File: src/core/sesum_defines.svh
// status event summary constants: register layouts, bit positions
// assumes inclusion by bare name from the package and the design file
`ifndef SESUM_DEFINES_SVH
`define SESUM_DEFINES_SVH

// ************************************
// questionable event layout
// ************************************
`define SESUM_QUESTIONABLE_SUMMARY_W         16
`define SESUM_QUESTIONABLE_SUMMARY_VOLT_BIT  0
`define SESUM_QUESTIONABLE_SUMMARY_CURR_BIT  1
`define SESUM_QUESTIONABLE_SUMMARY_TEMP_BIT  4
`define SESUM_QUESTIONABLE_SUMMARY_OVP_BIT   9
`define SESUM_QUESTIONABLE_SUMMARY_OCP_BIT   10
`define SESUM_QUESTIONABLE_SUMMARY_USED      16'h0613

// ************************************
// standard event layout
// ************************************
`define SESUM_STD_W          8
`define SESUM_STD_OPC_BIT    0
`define SESUM_STD_QYE_BIT    2
`define SESUM_STD_DEV_BIT    3
`define SESUM_STD_EXE_BIT    4
`define SESUM_STD_CMD_BIT    5
`define SESUM_STD_PWR_BIT    7
`define SESUM_STD_USED       8'hbd
`define SESUM_STD_ERRS       8'h3c

// ************************************
// status byte positions
// ************************************
`define SESUM_STB_QUESTIONABLE_SUMMARY_BIT   3
`define SESUM_STB_ESB_BIT    5

// ************************************
// reset values
// ************************************
`define SESUM_QUESTIONABLE_SUMMARY_RST       16'h0000
`define SESUM_STD_RST        8'h00
`define SESUM_STB_RST        8'h00

`endif

File: src/core/sesum_pkg.sv
// status event summary types
// assumes the defines header sits beside it
`include "sesum_defines.svh"
package sesum_pkg;
   typedef logic [`SESUM_QUESTIONABLE_SUMMARY_W-1:0] sesum_questionable_summary_t;
   typedef logic [`SESUM_STD_W-1:0]  sesum_std_t;
   typedef enum logic [1:0] {
      SESUM_PWR_BOOT = 2'b00,
      SESUM_PWR_LOAD = 2'b01,
      SESUM_PWR_RUN  = 2'b10
   } sesum_pwr_t;
endpackage : sesum_pkg

File: src/core/sesum_status.sv
// status event summary: two latched event registers, two enable masks,
// two summary bits of the status byte, error queue push strobe.
// assumes command decode on core_clk issues one-cycle strobes; condition
// inputs come from analog or other clock domains and are synchronised.
//
// How it works
// event bits latch until explicitly cleared
// query read or clear-status clears events
// reset or device clear keeps events
// read returns weighted sum of bits
// summary is OR of masked events
// masks read and write, reads harmless
// clear-status leaves masks untouched
// questionable_summary bit0 voltage, bit1 current unregulated
// questionable_summary bit4 fan, bit9 ovp, bit10 ocp
// writing zero empties questionable mask
// status byte bit5 is standard summary
// std bits 2..5 push error queue
// bit0 set after marker command completes
// bit2 on query buffer faults
// bit3 on self-test or calibration fail
// bit4 on execution failure
// bit5 on command syntax error
// bit7 after power cycle
// power-on clears std mask if setting
// host writes mask as weighted sum
// status byte bit3 is questionable summary
// unused event bits read zero
`timescale 1ns/1ps
`include "sesum_defines.svh"

module sesum_status (
   input  wire logic        core_clk,        // instrument clock
   input  wire logic        nrst,            // async reset, active low
   // condition levels from the supply, async
   input  wire logic        volt_unreg,      // voltage out of regulation
   input  wire logic        curr_unreg,      // current out of regulation
   input  wire logic        fan_overtemp,    // fan fault
   input  wire logic        ovp_tripped,     // overvoltage trip
   input  wire logic        ocp_tripped,     // overcurrent trip
   // event strobes from command logic, same clock
   input  wire logic        opc_done,        // marker command finished
   input  wire logic        query_fault,     // query buffer fault
   input  wire logic        selftest_fail,   // self-test or cal failure
   input  wire logic        exec_fail,       // execution error
   input  wire logic        syntax_fail,     // syntax error
   input  wire logic        clear_status,    // clear-status command
   input  wire logic        instr_reset,     // instrument reset command
   input  wire logic        device_clear,    // device clear action
   // stored power-on-clear setting, nonvolatile
   input  wire logic        power_on_clear_setting, // 1 clears mask
   input  wire logic [7:0]  std_mask_saved,  // mask kept across power
   // register access
   input  wire logic        questionable_summary_read,       // questionable event query
   input  wire logic        std_read,        // standard event query
   input  wire logic        questionable_mask_write, // questionable_summary mask load
   input  wire logic [15:0] questionable_summary_mask_wdata, // questionable_summary mask value
   input  wire logic        std_mask_write,  // std mask load
   input  wire logic [7:0]  std_mask_wdata,  // std mask value
   output logic [15:0]      questionable_summary_rdata,      // event value at query
   output logic [7:0]       std_rdata,       // event value at query
   output logic [15:0]      questionable_summary_mask,       // questionable_summary enable mask
   output logic [7:0]       std_mask,        // std enable mask
   output logic             questionable_summary,  // status byte bit 3
   output logic             standard_event_summary, // status byte bit 5
   output logic [7:0]       status_summary,  // status byte bits 3,5
   output logic             err_push         // error queue push pulse
);

   // ************************************
   // condition synchronisers
   // ************************************
   logic [4:0] cond_s1_r;
   logic [4:0] cond_s2_r;
   wire  [4:0] cond_raw = {ocp_tripped, ovp_tripped, fan_overtemp,
                           curr_unreg, volt_unreg};

   always_ff @(posedge core_clk or negedge nrst) begin
      if (!nrst) begin
         cond_s1_r <= 5'h00;
         cond_s2_r <= 5'h00;
      end else begin
         cond_s1_r <= cond_raw;
         cond_s2_r <= cond_s1_r;
      end
   end

   // ************************************
   // questionable event register
   // ************************************
   sesum_pkg::sesum_questionable_summary_t questionable_summary_r;
   sesum_pkg::sesum_questionable_summary_t questionable_summary_nxt;
   sesum_pkg::sesum_questionable_summary_t questionable_summary_set;

   always_comb begin
      questionable_summary_set = `SESUM_QUESTIONABLE_SUMMARY_RST;
      questionable_summary_set[`SESUM_QUESTIONABLE_SUMMARY_VOLT_BIT] = cond_s2_r[0];
      questionable_summary_set[`SESUM_QUESTIONABLE_SUMMARY_CURR_BIT] = cond_s2_r[1];
      questionable_summary_set[`SESUM_QUESTIONABLE_SUMMARY_TEMP_BIT] = cond_s2_r[2];
      questionable_summary_set[`SESUM_QUESTIONABLE_SUMMARY_OVP_BIT]  = cond_s2_r[3];
      questionable_summary_set[`SESUM_QUESTIONABLE_SUMMARY_OCP_BIT]  = cond_s2_r[4];
   end

   // a condition present during the clearing cycle survives the clear;
   // reset and device clear deliberately do not touch events
   wire questionable_summary_clr = questionable_summary_read | clear_status;
   assign questionable_summary_nxt = ((questionable_summary_clr ? `SESUM_QUESTIONABLE_SUMMARY_RST : questionable_summary_r) | questionable_summary_set)
                     & `SESUM_QUESTIONABLE_SUMMARY_USED;

   // ************************************
   // standard event register
   // ************************************
   sesum_pkg::sesum_std_t std_r;
   sesum_pkg::sesum_std_t std_nxt;
   sesum_pkg::sesum_std_t std_set;
   logic                  pwr_flag_r;

   always_comb begin
      std_set = `SESUM_STD_RST;
      std_set[`SESUM_STD_OPC_BIT] = opc_done;
      std_set[`SESUM_STD_QYE_BIT] = query_fault;
      std_set[`SESUM_STD_DEV_BIT] = selftest_fail;
      std_set[`SESUM_STD_EXE_BIT] = exec_fail;
      std_set[`SESUM_STD_CMD_BIT] = syntax_fail;
      std_set[`SESUM_STD_PWR_BIT] = pwr_flag_r;
   end

   wire std_clr = std_read | clear_status;
   assign std_nxt = ((std_clr ? `SESUM_STD_RST : std_r) | std_set)
                    & `SESUM_STD_USED;

   // ************************************
   // power-up sequence
   // ************************************
   // setting and saved mask are caught after release, never under reset
   sesum_pkg::sesum_pwr_t pwr_r;
   sesum_pkg::sesum_pwr_t pwr_nxt;

   always_comb begin
      case (pwr_r)
         sesum_pkg::SESUM_PWR_BOOT: pwr_nxt = sesum_pkg::SESUM_PWR_LOAD;
         sesum_pkg::SESUM_PWR_LOAD: pwr_nxt = sesum_pkg::SESUM_PWR_RUN;
         sesum_pkg::SESUM_PWR_RUN:  pwr_nxt = sesum_pkg::SESUM_PWR_RUN;
         default:                   pwr_nxt = sesum_pkg::SESUM_PWR_BOOT;
      endcase
   end

   wire pwr_load = (pwr_r == sesum_pkg::SESUM_PWR_LOAD);

   // ************************************
   // enable masks
   // ************************************
   logic [15:0] questionable_summary_mask_r;
   logic [7:0]  std_mask_r;
   wire  [7:0]  std_mask_boot = power_on_clear_setting ?
                                `SESUM_STD_RST : std_mask_saved;
   // masks have no clear-status path at all
   wire  [15:0] questionable_summary_mask_nxt = questionable_mask_write ?
                                questionable_summary_mask_wdata : questionable_summary_mask_r;
   wire  [7:0]  std_mask_nxt  = pwr_load ? std_mask_boot :
                                std_mask_write ? std_mask_wdata :
                                std_mask_r;

   // ************************************
   // summaries and read data
   // ************************************
   wire questionable_summary_sum_nxt = |(questionable_summary_nxt & questionable_summary_mask_nxt);
   wire std_sum_nxt  = |(std_nxt & std_mask_nxt);
   wire [7:0] stb_nxt = {2'b00, std_sum_nxt, 1'b0, questionable_summary_sum_nxt, 3'b000};
   // value returned is the plain binary word, i.e. the weighted sum
   wire [15:0] questionable_summary_rd_nxt = questionable_summary_read ? questionable_summary_r : questionable_summary_rdata;
   wire [7:0]  std_rd_nxt  = std_read ? std_r : std_rdata;
   // every cycle with a new error pushes once, even when its bit is already latched,
   // so the queue sees repeats and not just the first; errors in one cycle share a push
   wire err_push_nxt = |(std_set & `SESUM_STD_ERRS);

   always_ff @(posedge core_clk or negedge nrst) begin
      if (!nrst) begin
         questionable_summary_r                 <= `SESUM_QUESTIONABLE_SUMMARY_RST;
         std_r                  <= `SESUM_STD_RST;
         pwr_flag_r             <= 1'b1;
         pwr_r                  <= sesum_pkg::SESUM_PWR_BOOT;
         questionable_summary_mask_r            <= `SESUM_QUESTIONABLE_SUMMARY_RST;
         std_mask_r             <= `SESUM_STD_RST;
         questionable_summary   <= 1'b0;
         standard_event_summary <= 1'b0;
         status_summary         <= `SESUM_STB_RST;
         questionable_summary_rdata             <= `SESUM_QUESTIONABLE_SUMMARY_RST;
         std_rdata              <= `SESUM_STD_RST;
         err_push               <= 1'b0;
      end else begin
         questionable_summary_r                 <= questionable_summary_nxt;
         std_r                  <= std_nxt;
         pwr_flag_r             <= 1'b0;
         pwr_r                  <= pwr_nxt;
         questionable_summary_mask_r            <= questionable_summary_mask_nxt;
         std_mask_r             <= std_mask_nxt;
         questionable_summary   <= questionable_summary_sum_nxt;
         standard_event_summary <= std_sum_nxt;
         status_summary         <= stb_nxt;
         questionable_summary_rdata             <= questionable_summary_rd_nxt;
         std_rdata              <= std_rd_nxt;
         err_push               <= err_push_nxt;
      end
   end

   assign questionable_summary_mask = questionable_summary_mask_r;
   assign std_mask  = std_mask_r;

   // instrument reset and device clear are accepted and have no effect here
   wire unused_ok = instr_reset | device_clear;

endmodule : sesum_status

File: config.mk
export PLATFORM = sky130hd
export DESIGN_NAME = sesum_status
export DESIGN_NICKNAME = d
export VERILOG_FILES = /design/src/core/sesum_pkg.sv /design/src/core/sesum_status.sv
export VERILOG_INCLUDE_DIRS = /design/src /design/src/core
export SDC_FILE = /design/constraint.sdc
export NUM_CORES = 1
export LEC_CHECK = 0
export ABC_AREA = 0
export BUFFER_PORTS_ARGS = -buffer_cell sky130_fd_sc_hd__buf_4
export CAP_MARGIN = 20
export CORE_MARGIN = 2
export CORE_UTILIZATION = 50
export CTS_CLUSTER_DIAMETER = 150
export DETAILED_ROUTE_END_ITERATION = 8
export PLACE_DENSITY = 0.92
export SLEW_MARGIN = 20
export SYNTH_ARGS = -nofsm -noshare
export SYNTH_HDL_FRONTEND = slang
export SYNTH_SLANG_ARGS = --single-unit
File: constraint.sdc
create_clock -name core_clk -period 4.8 [get_ports core_clk]
set_input_delay 0.72 -clock core_clk [delete_from_list [all_inputs] [get_ports core_clk]]
set_output_delay 0.72 -clock core_clk [all_outputs]
set_load 0.02 [all_outputs]
==> metrics.txt, run 1 <==
status complete, no violations; largest family of logic cells by synthesized area multiplexers; cts hold-fix bufs 0; vias in the first global route 1,639; Max rail drop VDD 0.0002008 V; routability cong. roughly 0.81; Overflow after GRT 0; RSZ-0062 raised after global routing false; Die Height 74.12 um; post-synthesis sequential area ratio 63.16%; footprint of the multi-input gates 729.5 sq um; Final Cell Area about 3300 sq um; area of the mapped netlist 2459 sq um; cell count of the worst hold path 0; Place WS around 2.8 ns; capturing point of the worst reg2reg path status_summary[5]$_DFF_PN0_; Critical Path Fanout Max 10; Max Root-Sink Buffers 2; layout cells sized above 1 between 50 and 60%; cells on worst reg2reg path 5; Cell Count, Final, Fillers Out 336; clock sink count 62; max-cap violations 0; DIE WIDTH 74.12 um; number of library cell types mapped by synthesis 27; CP peak stage delay 0.39 ns; Num CTS Buffers 9; Post-CTS Setup Inserts 0; 1st-iter DRT viols approximately 110; io pins 111; mux contribution to synthesized area 15.62%; core footprint 4723 sq um; Cell Chain, Critical Path ha_1 > nor2b_4 > a2bb2oi_2 > o22ai_1 > a2111o_1; XOR/XNOR Fraction of Synth Area 0%; vias per cell 4.702; final setup fails 0; clock root buffer clkbuf_8; largest net degree at the start of global routing 63; Syn-to-layout area delta 34.96%; Worst Slack Setup Final 3.074 ns; Slew Viols, Final 0; Hold Path Sink cond_s2_r[2]$_DFF_PN0_; Post-Route WL 4833 um; initial core utilization 52.05%; FF-to-FF setup slack between 3 and 4 ns; share of the synthesized area in the top cell type 62.09%; placed wire-length estimate 3445 um; adder-cell share of the synthesized area 1.018%; Primary FF master, synth dfrtp_1; final net count roughly 320; CTS clk-pin slew, worst paths 0.07 ns; I/O Buffers 89; Yosys reg bits 62; Filler cells around 350; DRC Markers 0; Critical-path top delay cell dfrtp_1; async set or reset register ratio after synthesis 100.0%; Worst setup EP type flop; final hold vios 0; min-delay src cond_s1_r[2]$_DFF_PN0_; synth warn 0; Synth top cells by count dfrtp_1 (61), mux2_2 (27), buf_4 (21); CTS HTree Levels 3; Synth area leaders dfrtp_1 (62%), mux2_2 (12%), buf_4 (6.4%), mux2i_1 (3.3%), a21o_1 (2.1%); Worst R2R Start pwr_r[0]$_DFF_PN0_; most common cell in the netlist dfrtp_1; Mapped Avg Cell Area 14.21 sq um; drt first pass iters 6; Worst EP required 5.01 ns; Least-Margin Pin Slew 0.7497 ns; first-pass GRT wire length 7645 um; area leader, netlist dfrtp_1; Rows 25; critical path class flop to flop; Post-DRT Antenna Nets 0; initial antenna violation count 0; post-DR wirelength/cell 14.38 um; Arr. time, crit path 1.94 ns; Synth Area in Simple Gates 2.494%; DP Area slightly above 3000 sq um; Worst-Skew Late Latency 0.33 ns; setup TNS 0 ns; pwr dens 409.4 nW/um^2; clk_skew 0.009108 ns; fin crit share 35.96%; crit start category flop; die area 5494 sq um; via count 1,580; Min Clock Period, post-route 1.726 ns; Synth Area in Compound Gates 7.481%; EDFF count, synth 0; fmax 0.5794 GHz; dpl cells 320; sequential standard cell area 1553 sq um; Hold Crit Class flop to flop; CTS tree yes; synthesized netlist cell count approximately 170; Post-CTS Resized 0; number of diodes 0; max_slew headroom 50.02%; GRT Total Usage 19.13%; Leakage 1.637 nW
report_power, final:
group          leakage, nW  switching [mW]  total (mW)  internal, mW
registers            0.708          0.0222       0.589         0.567
logic                0.814           0.116       0.220         0.104
clock network        0.116           0.203       0.549         0.346
total                 1.64           0.341        1.36          1.02
stage by stage:
stage / hold WS (ns) / power (mW) / util [%]
2_1_floorplan: 0.3312 / 0.7230 / -
3_3_place_gp: 0.3336 / 0.8115 / 65.03
3_5_place_dp: 0.3347 / 0.8191 / 65.03
4_1_cts: 0.3523 / 1.375 / 70.25
5_1_grt: 0.3605 / 1.417 / 70.25
6_report: 0.3498 / 1.358 / 70.25
worst max-delay path by stage:
stage | from | end | slack, ns | cells after the start
detailed placement | std_mask_write | status_summary[5]$_DFF_PN0_ | 2.82 | 5
finish | pwr_r[0]$_DFF_PN0_ | status_summary[5]$_DFF_PN0_ | 3.07 | 5
global placement | std_mask_write | status_summary[5]$_DFF_PN0_ | 2.90 | 5
global route | pwr_r[0]$_DFF_PN0_ | status_summary[5]$_DFF_PN0_ | 3.00 | 5
CTS | pwr_r[0]$_DFF_PN0_ | status_summary[5]$_DFF_PN0_ | 3.07 | 5
floorplan | questionable_mask_write | status_summary[3]$_DFF_PN0_ | 3.00 | 4
critical path, delay by kind of cell (launching register included):
kind / cells / cell delay, ns
adders and majority gates: 1 / 0.35
DFF: 1 / 0.39
AOI/OAI and AO/OA: 3 / 0.65
and+or+nand+nor: 1 / 0.22
metal layers:
metal / GRT usage, % / share of wire, % / up-vias
met2: 30.16 / 51 / 62
met5: 0 / 0 / -
li1: - / - / 733
met3: 5.691 / 5.0 / 16
met4: 12.53 / 3.4 / 0
met1: 22.85 / 40 / 769
registers in the layout, summed over array words and instances (netlist names):
| register | flops |
|---|---|
| cond_s2_r | 5 |
| err_push | 1 |
| questionable_summary_mask | 16 |
| cond_s1_r | 5 |
| pwr_flag_r | 1 |
| status_summary | 2 |
| questionable_summary_r | 5 |
| pwr_r | 2 |
| std_mask | 8 |
| questionable_summary_rdata | 5 |
| std_rdata | 6 |
| std_r | 6 |
cells in the final DEF, fill, tap and decap left out, types with 2 or more instances in the layout:
cell / n
a2bb2oi_2: 2
clkinvlp_4: 2
ha_1: 2
a21o_1: 7
clkinv_4: 2
bufinv_16: 3
nand2_1: 5
conb_1: 20
clkbuf_8: 9
o21ai_0: 3
inv_1: 10
a21oi_1: 4
mux2_2: 27
dfrtp_1: 61
o22ai_1: 2
mux2i_1: 8
nor2_1: 2
a2bb2oi_1: 2
buf_4: 89
layout make-up:
class	instances	share of cell area [%]
multi-input combinational	92	21.98
inverter	10	1.131
clock buffer	9	3.733
timing repair buffer	89	20.14
clock inverter	7	3.695
sequential	62	46.79
tap	67	2.526
kinds of logic after synthesis:
kind of cell             count (synthesis)
other                                    1
AND/OR/NAND/NOR                         11
multiplexers                            35
buffers and inverters                   38
flip-flops                              62
adder cells (fa/ha/maj)                  2
AO/OA/AOI/OAI                           24
No activity file was read; power rests on OpenSTA's default activity.
==> run 2: changes to the inputs <==
Settings changed: CORE_UTILIZATION 50 to 42, PLACE_DENSITY 0.92 to 0.84.
Clock period 4.8 ns to 1.45 ns, I/O delays scaled along.
==> metrics.txt, run 2 (synthesis gave the netlist of run 1 again) <==
via count 1,638; Num CTS Buffers 9; io pins around 110; initial antenna violation count 0; post-DR wirelength/cell 14.10 um; Worst R2R Start pwr_r[0]$_DFF_PN0_; max FFs per register 16; Post-Route WL 5034 um; Worst setup EP type flop; GRT Total Usage around 17%; DIE WIDTH 80.51 um; DP Area approximately 3100 sq um; drt first pass iters 4; Die Height 80.51 um; Slew Viols, Final 0; Hold Path Sink err_push$_DFF_PN0_; cell count of the worst hold path 2; max-cap violations 0; Arr. time, crit path 1.70 ns; min-delay src query_fault; Overflow after GRT 0; initial core utilization 44.11%; clock root buffer clkbuf_8; Final Cell Area 3496 sq um; Leakage 1.720 nW; routability cong. 0.7550; Max rail drop VDD 0.0008263 V; crit start category flop; final net count 334; CTS tree yes; Worst-Skew Late Latency between 0.3 and 0.4 ns; Post-DRT Antenna Nets 0; placed wire-length estimate 3802 um; Worst Slack Setup Final -0.05320 ns; final core utilization 62.72%; Hold Crit Class input pin to flop; CTS clk-pin slew, worst paths 0.07 ns; core footprint between 5000 and 6000 sq um; Max Root-Sink Buffers 2; pwr dens 1265 nW/um^2; vias in the first global route 1,685; capturing point of the worst reg2reg path status_summary[5]$_DFF_PN0_; critical path class flop to flop; 1st-iter DRT viols 72; layout cells sized above 1 52.63%; fmax 0.6652 GHz; failing checks negative setup slack; final setup fails 1; FF-to-FF setup slack -0.05 ns; most frequent cells in the layout buf_4 (97), dfrtp_1 (61), mux2_2 (27); clock sink count 62; Filler cells 463; sequential standard cell area between 1500 and 2000 sq um; final hold vios 0; fin crit share 103.7%; Rows 27; largest net degree at the start of global routing 37; commonest non-fill, non-tap cell in the layout buf_4; die area about 6500 sq um; DRC Markers 0; Worst EP required 1.65 ns; clk_skew roughly 0.0076 ns; footprint of the multi-input gates 754.5 sq um; number of diodes 0; Min Clock Period, post-route around 1.5 ns; Critical Path Fanout Max 7; cells on worst reg2reg path 5; I/O Buffers 89; first-pass GRT wire length about 8100 um; vias per cell 4.588; RSZ-0062 raised after global routing true; CTS HTree Levels 3; Syn-to-layout area delta 42.19%; status complete, but fails checks
-- run 2: cell count changes in the layout (fill, tap and decap cells not counted), sizes merged --
cell,previous run,this run
buf,89,99
bufinv,3,2
clkbuf,9,11
clkinvlp,2,1
dlygate4sd3,0,6
-- run 2: per-stage QoR --
stage               setup WS (ns)  hold slack, ns  total power, mW   TNS, ns  instances
CTS                      -0.05674         0.08947            4.464  -0.05674        355
global route              -0.1045         0.09424            4.636   -0.1045        357
global placement         -0.02014         0.07318            2.710  -0.02014        331
finish                   -0.05320          0.1040            4.423  -0.05320        357
floorplan                 -0.1283        -0.07809            2.393   -0.1283        192
detailed placement       -0.07693         0.07606            2.731  -0.07693        331
-- run 2: power breakdown --
part | internal (mW) | switching (mW) | leakage (nW) | total, mW
sequential | 1.88 | 0.0741 | 0.708 | 1.95
clock | 1.06 | 0.648 | 0.116 | 1.71
combinational | 0.372 | 0.391 | 0.897 | 0.763
-- run 2: worst max-delay path: stages (launching register included) --
cell	delay, ns
dfrtp_1	0.41
ha_4	0.19
nor2b_4	0.16
a2bb2oi_2	0.16
o22ai_1	0.08
a2111o_1	0.38
-- run 2: worst max path at each step --
stage	from	cells past startpoint	slack [ns]	end
after floorplan	pwr_r[0]$_DFF_PN0_	7	-0.13	status_summary[5]$_DFF_PN0_
after global placement	pwr_r[0]$_DFF_PN0_	5	-0.02	status_summary[5]$_DFF_PN0_
after detailed placement	pwr_r[0]$_DFF_PN0_	5	-0.08	status_summary[5]$_DFF_PN0_
after CTS	pwr_r[0]$_DFF_PN0_	5	-0.06	status_summary[5]$_DFF_PN0_
after global routing	pwr_r[0]$_DFF_PN0_	5	-0.10	status_summary[5]$_DFF_PN0_
final	pwr_r[0]$_DFF_PN0_	5	-0.05	status_summary[5]$_DFF_PN0_
-- run 2: metal layers --
metal  up-vias  global-route usage (%)  part of all wire [%]
met5         -                       0                     0
met4         0                   7.119                   1.4
met3         6                   4.157                   5.7
met2        58                   28.42                    54
met1       809                   20.04                    39
li1        765                       -                     -
-- run 2: layout make-up --
| type | count | share of cell area [%] |
|---|---|---|
| repair buffers | 105 | 23.69 |
| clock inverters | 5 | 2.326 |
| multi-input cells | 92 | 21.58 |
| flip-flops and latches | 62 | 44.42 |
| well taps | 72 | 2.577 |
| inverters | 10 | 1.074 |
| clock buffers | 11 | 4.331 |
-- run 2: what timing repair did --
item	CTS	global route
endpoints found under the hold margin	50	0
gates resized for setup	2	1
pin swaps	1	1
endpoints found under the setup margin	1	1
setup buffers	2	2
hold buffers	6	0
